File: config.mk
export PLATFORM = sky130hd
export DESIGN_NAME = sfpi_top
export DESIGN_NICKNAME = d
export VERILOG_FILES = /design/src/logic/sfpi_pkg.sv /design/src/logic/sfpi_buf2.sv /design/src/logic/sfpi_sync.sv /design/src/logic/sfpi_top.sv
export SDC_FILE = /design/constraint.sdc
export NUM_CORES = 1
export LEC_CHECK = 0
export BUFFER_PORTS_ARGS = -buffer_cell sky130_fd_sc_hd__buf_2
export CORE_AREA = 2 2 124 126
export DETAILED_ROUTE_END_ITERATION = 16
export DIE_AREA = 0 0 126 128
export PLACE_DENSITY = 0.6
export SLEW_MARGIN = 0
export SYNTH_ARGS = -nofsm -noshare
export SYNTH_HDL_FRONTEND = slang
export SYNTH_SLANG_ARGS = --single-unit
File: constraint.sdc
create_clock -name sys_clk -period 8.9 [get_ports sys_clk]
set_clock_uncertainty 0.05 [all_clocks]
set_input_delay 1.78 -clock sys_clk [delete_from_list [all_inputs] [get_ports sys_clk]]
set_output_delay 1.78 -clock sys_clk [all_outputs]
set_load 0.02 [all_outputs]
File: src/logic/sfpi_pkg.sv
// sfpi_pkg: constants, timing counts and state codes for the serial flash pin front end.
// assumes a 250 MHz sys_clk; every pin is sampled by that clock.
package sfpi_pkg;
   ////////////////////////////////////////////////////////////////////////////////////////////
   localparam int          CLK_PERIOD_NS      = 4;
   localparam int          RESET_LOW_MIN_NS   = 1000;
   localparam int          RESET_RECOVERY_NS  = 28000;
   // least times round up to whole cycles
   localparam int          RESET_LOW_MIN_CYC  = (RESET_LOW_MIN_NS + CLK_PERIOD_NS - 1)
                                                / CLK_PERIOD_NS;
   localparam int          RESET_RECOVERY_CYC = (RESET_RECOVERY_NS + CLK_PERIOD_NS - 1)
                                                / CLK_PERIOD_NS;
   localparam int          RST_CNT_W          = 8;
   localparam int          BYTE_BITS          = 8;
   localparam logic [3:0]  BYTE_BITS_CNT      = 4'h8;
   localparam logic [7:0]  IDLE_FILL          = 8'hff;
   ////////////////////////////////////////////////////////////////////////////////////////////
   localparam logic [1:0]  LANE_SINGLE        = 2'h0;
   localparam logic [1:0]  LANE_DUAL          = 2'h1;
   localparam logic [1:0]  LANE_QUAD          = 2'h2;
   localparam logic [3:0]  OE_SINGLE          = 4'h2;
   localparam logic [3:0]  OE_DUAL            = 4'h3;
   localparam logic [3:0]  OE_QUAD            = 4'hf;
   localparam logic        QE_RESET           = 1'b0;
   localparam logic        PRS_RESET          = 1'b0;
   ////////////////////////////////////////////////////////////////////////////////////////////
   localparam int          SYNC_W             = 6;
   localparam int          SYNC_SCK           = 0;
   localparam int          SYNC_CS            = 1;
   localparam int          SYNC_L0            = 2;
   localparam int          SYNC_L1            = 3;
   localparam int          SYNC_L2            = 4;
   localparam int          SYNC_L3            = 5;
   typedef enum logic [3:0] {
      SFPI_WAIT_HIGH = 4'h1,
      SFPI_IDLE      = 4'h2,
      SFPI_ACTIVE    = 4'h4,
      SFPI_RECOVER   = 4'h8
   } sfpi_state_t;
endpackage

File: src/logic/sfpi_buf2.sv
// sfpi_buf2: two-entry buffer with valid/ready on both sides.
// assumes both sides run on sys_clk.
`timescale 1ns/1ns
module sfpi_buf2 #(
   parameter int W = 8
) (
   input  wire logic         sys_clk,   // core clock
   input  wire logic         arst_n,    // async reset, active low
   input  wire logic [W-1:0] in_data,   // word in
   input  wire logic         in_valid,  // word in present
   output logic              in_ready,  // room for a word
   output logic      [W-1:0] out_data,  // oldest word
   output logic              out_valid, // a word is held
   input  wire logic         out_ready  // drain side takes it
);
   typedef struct packed {
      logic [1:0][W-1:0] mem;
      logic              wp;
      logic              rp;
      logic [1:0]        cnt;
   } sfpi_buf_t;
   sfpi_buf_t q, d;
   logic push, pop;

   assign in_ready  = (q.cnt != 2'h2);
   assign out_valid = (q.cnt != 2'h0);
   assign out_data  = q.mem[q.rp];
   assign push      = in_valid & in_ready;
   assign pop       = out_valid & out_ready;

   always_comb begin
      d = q;
      if (push) begin
         d.mem[q.wp] = in_data;
         d.wp        = ~q.wp;
      end
      if (pop) begin
         d.rp = ~q.rp;
      end
      d.cnt = q.cnt + {1'b0, push} - {1'b0, pop};
   end

   always_ff @(posedge sys_clk or negedge arst_n) begin
      if (!arst_n) begin
         q <= '0;
      end else begin
         q <= d;
      end
   end
endmodule // sfpi_buf2

File: src/logic/sfpi_sync.sv
// sfpi_sync: two flip-flop synchroniser for a group of pin levels.
// assumes inputs are asynchronous levels; output is the second stage only.
`timescale 1ns/1ns
module sfpi_sync #(
   parameter int W = 1
) (
   input  wire logic         sys_clk, // core clock
   input  wire logic         arst_n,  // async reset, active low
   input  wire logic [W-1:0] d_in,    // raw pin levels
   input  wire logic [W-1:0] rst_val, // unused-free idle level kept constant
   output logic      [W-1:0] d_out    // synchronised levels
);
   typedef struct packed {
      logic [W-1:0] s1;
      logic [W-1:0] s2;
   } sfpi_sync_t;
   sfpi_sync_t q, d;

   always_comb begin
      d    = q;
      d.s1 = d_in;
      d.s2 = q.s1;
   end

   // pins idle high; reset value is all ones
   always_ff @(posedge sys_clk or negedge arst_n) begin
      if (!arst_n) begin
         q <= '1;
      end else begin
         q <= d;
      end
   end

   assign d_out = q.s2 & (rst_val | ~rst_val);
endmodule // sfpi_sync

File: src/logic/sfpi_top.sv
// sfpi_top: pin front end of a serial flash; select, lanes, pause and reset pin.
// assumes pins are asynchronous and sck is at most 1/8 of sys_clk; the core
// behind it interprets bytes and says when to drive and how many lanes to use.
`timescale 1ns/1ns

// Overview of operation
// - host uses clock mode 0 or 3; both sample rising, shift falling.
// - single lane captures instruction, address, data on sck rising edge.
// - single lane read data changes on sck falling edge on lane1.
// - dual and quad lanes capture rising, drive falling, direction by core.
// - select high means deselected, every lane output enable low.
// - select low makes device selected, bytes in and out flow.
// - deselect ends only the frame; internal write cycles keep running.
// - after power-up no instruction until select goes high then low.
// - write-protect low with status protect blocks status writes.
// - write-protect with protect bits locks part or all of the array.
// - in quad mode lane2 is data, write protect is off.
// - quad enable and pause/reset select come up zero.
// - pause works only with quad enable 0 and select bit 0.
// - pause low while selected tri-states output, ignores clock and input.
// - no pause in quad mode; lane3 carries data.
// - reset pin works only with quad enable 0 and select bit 1.
// - reset low for 1 us aborts work and returns to initial state.
// - no new instruction until 28 us after reset pin returns high.
// - no reset pin function in quad mode.
module sfpi_top #(
   parameter int RECOVERY_CYC = sfpi_pkg::RESET_RECOVERY_CYC
) (
   input  wire logic       sys_clk,                // core clock, 250 MHz
   input  wire logic       arst_n,                 // async reset, active low
   input  wire logic       sck,                    // serial clock pin
   input  wire logic       cs_n,                   // select pin, active low
   input  wire logic       lane0_in,               // serial_in / lane0 level
   output logic            lane0_out,              // lane0 drive value
   output logic            lane0_oe,               // lane0 drive enable
   input  wire logic       lane1_in,               // lane1 level
   output logic            lane1_out,              // serial out / lane1 value
   output logic            lane1_oe,               // lane1 drive enable
   input  wire logic       lane2_in,               // write protect / lane2 level
   output logic            lane2_out,              // lane2 drive value
   output logic            lane2_oe,               // lane2 drive enable
   input  wire logic       lane3_in,               // pause / reset / lane3 level
   output logic            lane3_out,              // lane3 drive value
   output logic            lane3_oe,               // lane3 drive enable
   input  wire logic [1:0] lane_mode,              // sfpi_pkg lane width code
   input  wire logic       drive_out,              // core: lanes face outward
   input  wire logic [7:0] tx_data,                // byte to shift out
   input  wire logic       tx_valid,               // tx byte present
   output logic            tx_ready,               // tx byte taken
   output logic      [7:0] rx_data,                // received byte
   output logic            rx_valid,               // received byte present
   input  wire logic       rx_ready,               // core takes rx byte
   output logic            rx_overrun,             // byte lost, buffer full
   output logic            frame_end,              // select returned high
   output logic            selected,               // frame open
   output logic            paused,                 // pause in force
   output logic            core_abort,             // reset pin abort pulse
   output logic            cmd_ready,              // instructions accepted
   input  wire logic       cfg_we,                 // write the two config bits
   input  wire logic       cfg_quad_enable,        // new quad_enable
   input  wire logic       cfg_pause_reset_select, // new pause_reset_select
   output logic            quad_enable,            // quad enable bit
   output logic            pause_reset_select,     // 0 pause, 1 reset on lane3
   input  wire logic       status_protect,         // status protect bit
   input  wire logic       protect_complement,     // protect complement bit
   input  wire logic       sector_granularity,     // sector granularity bit
   input  wire logic       top_bottom_select,      // top/bottom bit
   input  wire logic       block_protect_2,        // block protect bit 2
   input  wire logic       block_protect_1,        // block protect bit 1
   input  wire logic       block_protect_0,        // block protect bit 0
   output logic            status_write_block,     // status writes refused
   output logic            region_hw_locked        // protect map frozen by pin
);
   import sfpi_pkg::*;

   localparam int RCW = $clog2(RECOVERY_CYC + 1);
   localparam logic [RST_CNT_W-1:0] RST_DONE = RST_CNT_W'(RESET_LOW_MIN_CYC);
   localparam logic [RST_CNT_W-1:0] RST_LAST = RST_CNT_W'(RESET_LOW_MIN_CYC - 1);
   localparam logic [RCW-1:0]       REC_LAST = RCW'(RECOVERY_CYC - 1);

   typedef struct packed {
      sfpi_state_t          st;
      logic                 sck_prev;
      logic [1:0]           warm;
      logic [7:0]           rxsh;
      logic [3:0]           rxcnt;
      logic [7:0]           rxbyte;
      logic                 byte_vld;
      logic [7:0]           txsh;
      logic [3:0]           txcnt;
      logic [3:0]           dout;
      logic [3:0]           oe;
      logic                 pause;
      logic [RST_CNT_W-1:0] rcnt;
      logic [RCW-1:0]       rec;
      logic                 abort;
      logic                 fend;
      logic                 overrun;
      logic                 qe;
      logic                 prs;
      logic                 sw_block;
      logic                 reg_lock;
   } sfpi_top_t;
   sfpi_top_t q, d;

   logic [SYNC_W-1:0] pins_s;
   logic              sck_s, cs_s, hold_s, wp_s;
   logic              rise, fall, reset_fn, pause_fn, buf_in_ready;
   logic [1:0]        mode;
   logic [3:0]        nb, cnt_n;
   logic [7:0]        b;

   ////////////////////////////////////////////////////////////////////////////////////////////
   sfpi_sync #(
      .W       (SYNC_W)
   ) u_sync (
      .sys_clk (sys_clk),
      .arst_n  (arst_n),
      .d_in    ({lane3_in, lane2_in, lane1_in, lane0_in, cs_n, sck}),
      .rst_val ({SYNC_W{1'b1}}),
      .d_out   (pins_s)
   );

   assign sck_s    = pins_s[SYNC_SCK];
   assign cs_s     = pins_s[SYNC_CS];
   assign wp_s     = pins_s[SYNC_L2];
   assign hold_s   = pins_s[SYNC_L3];
   assign rise     = sck_s & ~q.sck_prev;
   assign fall     = ~sck_s & q.sck_prev;
   assign reset_fn = ~q.qe & q.prs;
   assign pause_fn = ~q.qe & ~q.prs;
   assign mode     = (lane_mode == LANE_QUAD && !q.qe) ? LANE_DUAL : lane_mode;
   assign nb       = (mode == LANE_QUAD) ? 4'h4 : (mode == LANE_DUAL) ? 4'h2 : 4'h1;
   // byte taken at the first falling edge of each outbound byte
   assign tx_ready = (q.st == SFPI_ACTIVE) & ~cs_s & ~q.pause & fall & drive_out
                     & (q.txcnt == 4'h0) & tx_valid;

   ////////////////////////////////////////////////////////////////////////////////////////////
   always_comb begin
      d          = q;
      d.sck_prev = sck_s;
      // sync stages reset high; trust cs only once real pin levels arrive
      d.warm     = {q.warm[0], 1'b1};
      d.byte_vld = 1'b0;
      d.abort    = 1'b0;
      d.fend     = 1'b0;
      d.overrun  = q.byte_vld & ~buf_in_ready;
      cnt_n      = 4'h0;
      b          = q.txsh;
      if (cfg_we) begin
         d.qe  = cfg_quad_enable;
         d.prs = cfg_pause_reset_select;
      end
      d.sw_block = status_protect & ~wp_s & ~q.qe;
      d.reg_lock = d.sw_block & (protect_complement | sector_granularity | top_bottom_select
                                 | block_protect_2 | block_protect_1 | block_protect_0);
      if (!reset_fn || hold_s) begin
         d.rcnt = '0;
      end else if (q.rcnt != RST_DONE) begin
         d.rcnt = q.rcnt + 1'b1;
         d.abort = (q.rcnt == RST_LAST);
      end
      // pause follows lane3 only with sck low
      if (!pause_fn || cs_s || q.st != SFPI_ACTIVE) begin
         d.pause = 1'b0;
      end else if (!sck_s) begin
         d.pause = ~hold_s;
      end
      case (q.st)
         SFPI_WAIT_HIGH: begin
            if (cs_s && q.warm[1]) begin
               d.st = SFPI_IDLE;
            end
         end
         SFPI_IDLE: begin
            if (!cs_s) begin
               d.st    = SFPI_ACTIVE;
               d.rxcnt = 4'h0;
               d.txcnt = 4'h0;
            end
         end
         SFPI_ACTIVE: begin
            if (cs_s) begin
               d.st   = SFPI_IDLE;
               d.fend = 1'b1;
            end else if (!q.pause) begin
               if (rise && !drive_out) begin
                  case (mode)
                     LANE_SINGLE: d.rxsh = {q.rxsh[6:0], pins_s[SYNC_L0]};
                     LANE_DUAL:   d.rxsh = {q.rxsh[5:0], pins_s[SYNC_L1], pins_s[SYNC_L0]};
                     default:     d.rxsh = {q.rxsh[3:0], pins_s[SYNC_L3:SYNC_L0]};
                  endcase
                  cnt_n = q.rxcnt + nb;
                  if (cnt_n == BYTE_BITS_CNT) begin
                     d.rxcnt    = 4'h0;
                     d.rxbyte   = d.rxsh;
                     d.byte_vld = 1'b1;
                  end else begin
                     d.rxcnt = cnt_n;
                  end
               end
               if (fall && drive_out) begin
                  if (q.txcnt == 4'h0) begin
                     b = tx_valid ? tx_data : IDLE_FILL;
                  end
                  case (mode)
                     LANE_SINGLE: begin
                        d.dout = {2'b00, b[7], 1'b0};
                        d.txsh = {b[6:0], 1'b0};
                     end
                     LANE_DUAL: begin
                        d.dout = {2'b00, b[7:6]};
                        d.txsh = {b[5:0], 2'b00};
                     end
                     default: begin
                        d.dout = b[7:4];
                        d.txsh = {b[3:0], 4'h0};
                     end
                  endcase
                  cnt_n   = q.txcnt + nb;
                  d.txcnt = (cnt_n == BYTE_BITS_CNT) ? 4'h0 : cnt_n;
               end
            end
         end
         SFPI_RECOVER: begin
            if (!hold_s) begin
               d.rec = '0;
            end else if (q.rec == REC_LAST) begin
               d.rec = '0;
               d.st  = SFPI_WAIT_HIGH;
            end else begin
               d.rec = q.rec + 1'b1;
            end
         end
         default: d.st = SFPI_WAIT_HIGH;
      endcase
      if (d.abort) begin
         d.st    = SFPI_RECOVER;
         d.rec   = '0;
         d.rxcnt = 4'h0;
         d.txcnt = 4'h0;
         d.pause = 1'b0;
      end
      d.oe = 4'h0;
      if (d.st == SFPI_ACTIVE && !d.pause && drive_out) begin
         d.oe = (mode == LANE_QUAD) ? OE_QUAD : (mode == LANE_DUAL) ? OE_DUAL : OE_SINGLE;
      end
   end

   always_ff @(posedge sys_clk or negedge arst_n) begin
      if (!arst_n) begin
         q          <= '0;
         q.st       <= SFPI_WAIT_HIGH;
         q.sck_prev <= 1'b1;
         q.qe       <= QE_RESET;
         q.prs      <= PRS_RESET;
      end else begin
         q <= d;
      end
   end

   ////////////////////////////////////////////////////////////////////////////////////////////
   sfpi_buf2 #(
      .W         (BYTE_BITS)
   ) u_rxbuf (
      .sys_clk   (sys_clk),
      .arst_n    (arst_n),
      .in_data   (q.rxbyte),
      .in_valid  (q.byte_vld),
      .in_ready  (buf_in_ready),
      .out_data  (rx_data),
      .out_valid (rx_valid),
      .out_ready (rx_ready)
   );

   assign {lane3_out, lane2_out, lane1_out, lane0_out} = q.dout;
   assign {lane3_oe, lane2_oe, lane1_oe, lane0_oe}     = q.oe;
   assign rx_overrun         = q.overrun;
   assign frame_end          = q.fend;
   assign selected           = (q.st == SFPI_ACTIVE);
   assign paused             = q.pause;
   assign core_abort         = q.abort;
   assign cmd_ready          = (q.st == SFPI_IDLE) | (q.st == SFPI_ACTIVE);
   assign quad_enable        = q.qe;
   assign pause_reset_select = q.prs;
   assign status_write_block = q.sw_block;
   assign region_hw_locked   = q.reg_lock;

   ////////////////////////////////////////////////////////////////////////////////////////////
   property p_desel_hiz;
      @(posedge sys_clk) disable iff (!arst_n)
      (q.st != SFPI_ACTIVE) |-> (q.oe == 4'h0);
   endproperty
   a_desel_hiz: assert property (p_desel_hiz) else $error("lanes driven while deselected");

   property p_select;
      @(posedge sys_clk) disable iff (!arst_n)
      (q.st == SFPI_IDLE && !cs_s && !d.abort) |=> (q.st == SFPI_ACTIVE);
   endproperty
   a_select: assert property (p_select) else $error("select low did not open frame");

   property p_powerup;
      @(posedge sys_clk) disable iff (!arst_n)
      (q.st == SFPI_WAIT_HIGH) |=> (q.st != SFPI_ACTIVE);
   endproperty
   a_powerup: assert property (p_powerup) else $error("frame opened without high select");

   property p_pause_hiz;
      @(posedge sys_clk) disable iff (!arst_n)
      q.pause |-> (q.oe == 4'h0 && !q.byte_vld);
   endproperty
   a_pause_hiz: assert property (p_pause_hiz) else $error("activity while paused");

   property p_quad_no_pause;
      @(posedge sys_clk) disable iff (!arst_n)
      q.qe |=> !q.pause;
   endproperty
   a_quad_no_pause: assert property (p_quad_no_pause) else $error("pause in quad mode");

   property p_abort_time;
      @(posedge sys_clk) disable iff (!arst_n)
      q.abort |-> (q.rcnt == RST_DONE && $past(q.rcnt) == RST_LAST && q.st == SFPI_RECOVER);
   endproperty
   a_abort_time: assert property (p_abort_time) else $error("abort timing wrong");

   property p_recovery;
      @(posedge sys_clk) disable iff (!arst_n)
      ($past(q.st) == SFPI_RECOVER && q.st == SFPI_WAIT_HIGH) |-> ($past(q.rec) == REC_LAST);
   endproperty
   a_recovery: assert property (p_recovery) else $error("recovery ended early");

   property p_quad_no_reset;
      @(posedge sys_clk) disable iff (!arst_n)
      q.qe |=> (q.rcnt == '0 && !q.abort);
   endproperty
   a_quad_no_reset: assert property (p_quad_no_reset) else $error("reset pin live in quad");

   property p_pause_sck_low;
      @(posedge sys_clk) disable iff (!arst_n)
      $rose(q.pause) |-> !$past(sck_s);
   endproperty
   a_pause_sck_low: assert property (p_pause_sck_low) else $error("pause entered, sck high");
endmodule // sfpi_top

# == Word level (Yosys, flattened, before mapping) ==
# Cells that the tools add are included.
# totals
ff_bits,108
inputBits,31
output_inout_bits,28
wordCells,165
# op_classes
n_addsub,6
order_cmp,3
n_eq_ne,20
muxes,49
bitwise_logic,33
n_reduce_logical,26
# op_table
op,count
$mux W13,5
$mux W29,2
$mux W8,7
$mux W4,13
$pmux W8 S2,2
$pmux W4 S2,3
$mux W9,2
$and A1 B1 Y1,16
$bwmux W16,1
$mux W16,1
$pmux W4 S4,1
$reduce_and A5 Y1,3
$add A13 B1 Y13 const B,1
$eq A13 B13 Y1 const B,1
$eq A4 B4 Y1 const B,3
$not A1 Y1,11
$add A4 B3 Y4,2
$add A8 B1 Y8 const B,1
$demux W8 S1,1
$eq A4 B3 Y1 const B,2
$eq A8 B8 Y1 const B,1
$mux W1,8
$ne A8 B8 Y1 const B,1
$reduce_and A4 Y1,2
other kinds (23),47

# == Longest topological paths before layout ==
# logic_depth
word_depth,14
mapped_depth,12
mapped_depth_nobuf,10

# == Hierarchy ==
# From an unflattened synthesis, not the netlist that was laid out.
# unflattened
hier_cells,462
area_unflattened_um2,5190.0
# by_module_without_submodules
mod,n_inst,cells_each,area_each_um2,seq_area_each_um2
sfpi_top,1,390,3902.5,1854.3
sfpi_buf2,1,60,972.2,500.5
sfpi_sync,1,12,315.3,315.3

# == Worst setup path after synthesis ==
# Ideal clock, no wire load.
# synth_path
kind,input to output
startpoint,input port drive_out
endpoint,output port tx_ready
t_arrival_ps,2753
t_required_ps,7070
path_slack_ps,4317
path_stages,4
n_path_buf,1
cell_sequence,nor4bb_1 nand3b_1 clkbuf_1 nor2_1
# synth_via
elab_chain_len,3
# synth_lines
item,line,rtl
from (decl),sfpi_top.sv:46,"input wire logic drive_out,"
$and A1 B1 Y1,sfpi_top.sv:135,assign tx_ready = (q.st == SFPI_ACTIVE) & ~cs_s & ~q.pause & fall & drive_out
$and A1 B1 Y1 (2 in a row),sfpi_top.sv:136,& (q.txcnt == 4'h0) & tx_valid;
to (decl),sfpi_top.sv:49,"output logic tx_ready,"
# No other way between the ends.

# == Worst setup path after layout ==
# Ends and elaborated chain as after synthesis.

==> flow_summary.toml <==
[critical_path]
start_kind = "input port"
rr_startpoint = "quad_enable"
crit_arrival_ns = 3.19
crit_start = "drive_out"
worstSetupPathType = "input port to output port"
endpoint = "tx_ready"
end_kind = "output port"
r2r_cells = 10
r2r_slack_ns = 5.52
crit_required_ns = 7.07
cp_max_fo = 24
r2r_end = "q[51]"

[placement]
dp_cells = 696
port-buffer-count = 58
placed_area_um2 = 5570
place.gp.congestion = 0.836
dp_hpwl_um = 7420

[synth]
synth_nets = 508
synth.cell_area_um2 = 5090
synth-seq-cells = 106
synth_edf_count = 0
ys_warn_count = 0
syn_inst = 462
synth_cell_types = 63
ys_seq_area_frac = 0.525
synthArstFlopShare = 1.00
synth_top_area_cell = "dfrtp_1"
synth_top_area_share = 0.453
synth.avg_cell_area_um2 = 11.0
ys_top_cells_by_area = "dfrtp_1 45%, dfstp_2 7.2%, mux2_2 6.4%"
synth_ff_type = "dfrtp_1"

[global_route]
grt_pass1_vias = 3609
grt_max_degree = 72
grt-ovfl-total = 0
track_usage = 0.138
grt_antenna_before_repair = 0
grt_pass1_wl_um = 17800

[floorplan]
initial_core_util = 0.342
rows = 45
core_area_um2 = 14900
die_w_um = 126
die-height_um = 128
die_area_um2 = 16100
num_io_pins = 59

[sta]
hold_viol = 0
rsz0062_at_grt = "no"
tightestPinTransition_ns = 0.918
setup_viol = 0
final.period_utilization = 0.564
period_minus_slack_ns = 5.02
slew_violations = 0
relSlewSlack = 0.386
fin_worst_hold_slack_ns = 0.307
setup_tns_ns = 0
max_freq_mhz = 199

[cts]
hold_buffers = 0
clkTransAtPathRegs_ns = 0.07
ctsHtreeMaxLevel = 3
cts.sink_count = 106
cts-resized-gates = 0
tritoncts = "built"
cts_max_path_buffers = 2
cts_buffers = 9
clock_latency_ns = 0.36
clock-root-buffer = "clkbuf_16"
post_cts_buffers = 0

[power]
pwr_density_cell_nw_per_um2 = 181
p_total_uw = 1060
leakage_uw = 0.00285
peakVddDrop_mv = 0.0992

[final_layout]
antenna_cells = 0
stdcell_count = 712
nNetsFinal = 565
fillers = 1456
drive_gt1_frac = 0.250
final_cell_area_um2 = 5860
area_growth_pct = 15.2

[run]
drv_cap = 0

[detailed_routing]
wl_met3_um = 321
wire_per_inst_um = 14.8
wl_um = 10500
wirelength_met1_um = 5010
vias = 3642
met2WireLength_um = 4940
drt-initial-drc-count = 204
first_pass_iters = 4
top_layer = "met4"
via_per_inst = 5.12
antenna_left = 0
drc = 0

[hold_path]
min_path_type = "flop to flop"

[status]
status = "finished clean"
## through the flow
| step | setup slack (ns) | utilization |
|---|---|---|
| finish | 3.88 | 0.394 |
| CTS | 3.88 | 0.394 |
| detailed placement | 3.90 | 0.374 |
| global route | 3.63 | 0.394 |
| global placement | 3.87 | 0.374 |
| floorplan | 4.32 | - |
## area by class of cell
class                      count  area (um2)  share of cell area
tap                          188         235              0.0401
clock buffer                  10         239              0.0408
sequential                   106        2670               0.456
multi-input combinational    318        2250               0.385
inverter                      22        82.6              0.0141
timing repair buffer          62         323              0.0551
clock inverter                 6        55.1             0.00940
## routing by layer
metal	vias to the layer above	track usage
met5	-	0
met4	0	0.0666
met3	17	0.0292
met2	55	0.222
met1	1787	0.178
li1	1783	-
## critical path: stages
cell and delay [ns]:
buf_2 0.10, nor4bb_1 0.27, nand3b_1 0.60, nor2_1 0.24
buf_2 0.19
## cells in the mapped netlist, types with 9 or more instances
library cell	n
nand2b_1	11
mux2_2	29
a21oi_1	16
o21ai_0	29
inv_1	21
o31ai_1	11
nor2_1	34
dfstp_2	14
dfrtp_1	92
clkbuf_1	12
nand3_1	14
ha_1	15
nand2_1	32
xnor2_1	9
mux2i_1	12
and3_1	12
## layout by cell type (no fill, tap or decap), types with 12 or more instances in the layout
cell     Yosys  final
dfrtp_1     92     92
buf_2        1     57
nor2_1      34     34
nand2_1     32     32
mux2_2      29     29
o21ai_0     29     28
inv_1       21     21
a21oi_1     16     16
ha_1        15     15
nand3_1     14     14
dfstp_2     14     14
and3_1      12     12
mux2i_1     12     12
## report_power, final
group | internal, uW | switching [uW] | total, uW
Combinational | 54.3 | 69.8 | 124
Clock | 204 | 193 | 396
Sequential | 509 | 29.0 | 538
Total | 767 | 292 | 1060
## registers in the layout (all words and copies together) (netlist names), 6 cells and up
register / cells
u_sync.q: 6
u_sync.d: 6
u_rxbuf.q: 20
q: 58
## kinds of logic after synthesis
group / share of synthesized area
buf+inv: 0.0320
compound gates: 0.129
mux: 0.0878
flops: 0.525
simple gates: 0.165
fa+ha+maj: 0.0369
xor+xnor: 0.0241
other cells: 0.000737
## worst min-delay path by stage
| stage | to | depth (start not counted) | startpoint | slack, ns |
|---|---|---|---|---|
| 2_1_floorplan | q[71] | 0 | d[71] | 0.28 |
| 3_3_place_gp | q[71] | 0 | d[71] | 0.28 |
| 3_5_place_dp | u_sync.q[0] | 0 | u_sync.d[0] | 0.30 |
| 4_1_cts | u_sync.q[0] | 0 | u_sync.d[0] | 0.31 |
| 5_1_grt | u_sync.q[5] | 0 | u_sync.d[5] | 0.31 |
| 6_report | u_sync.q[0] | 0 | u_sync.d[0] | 0.31 |
(Power assumes the default switching activity.)
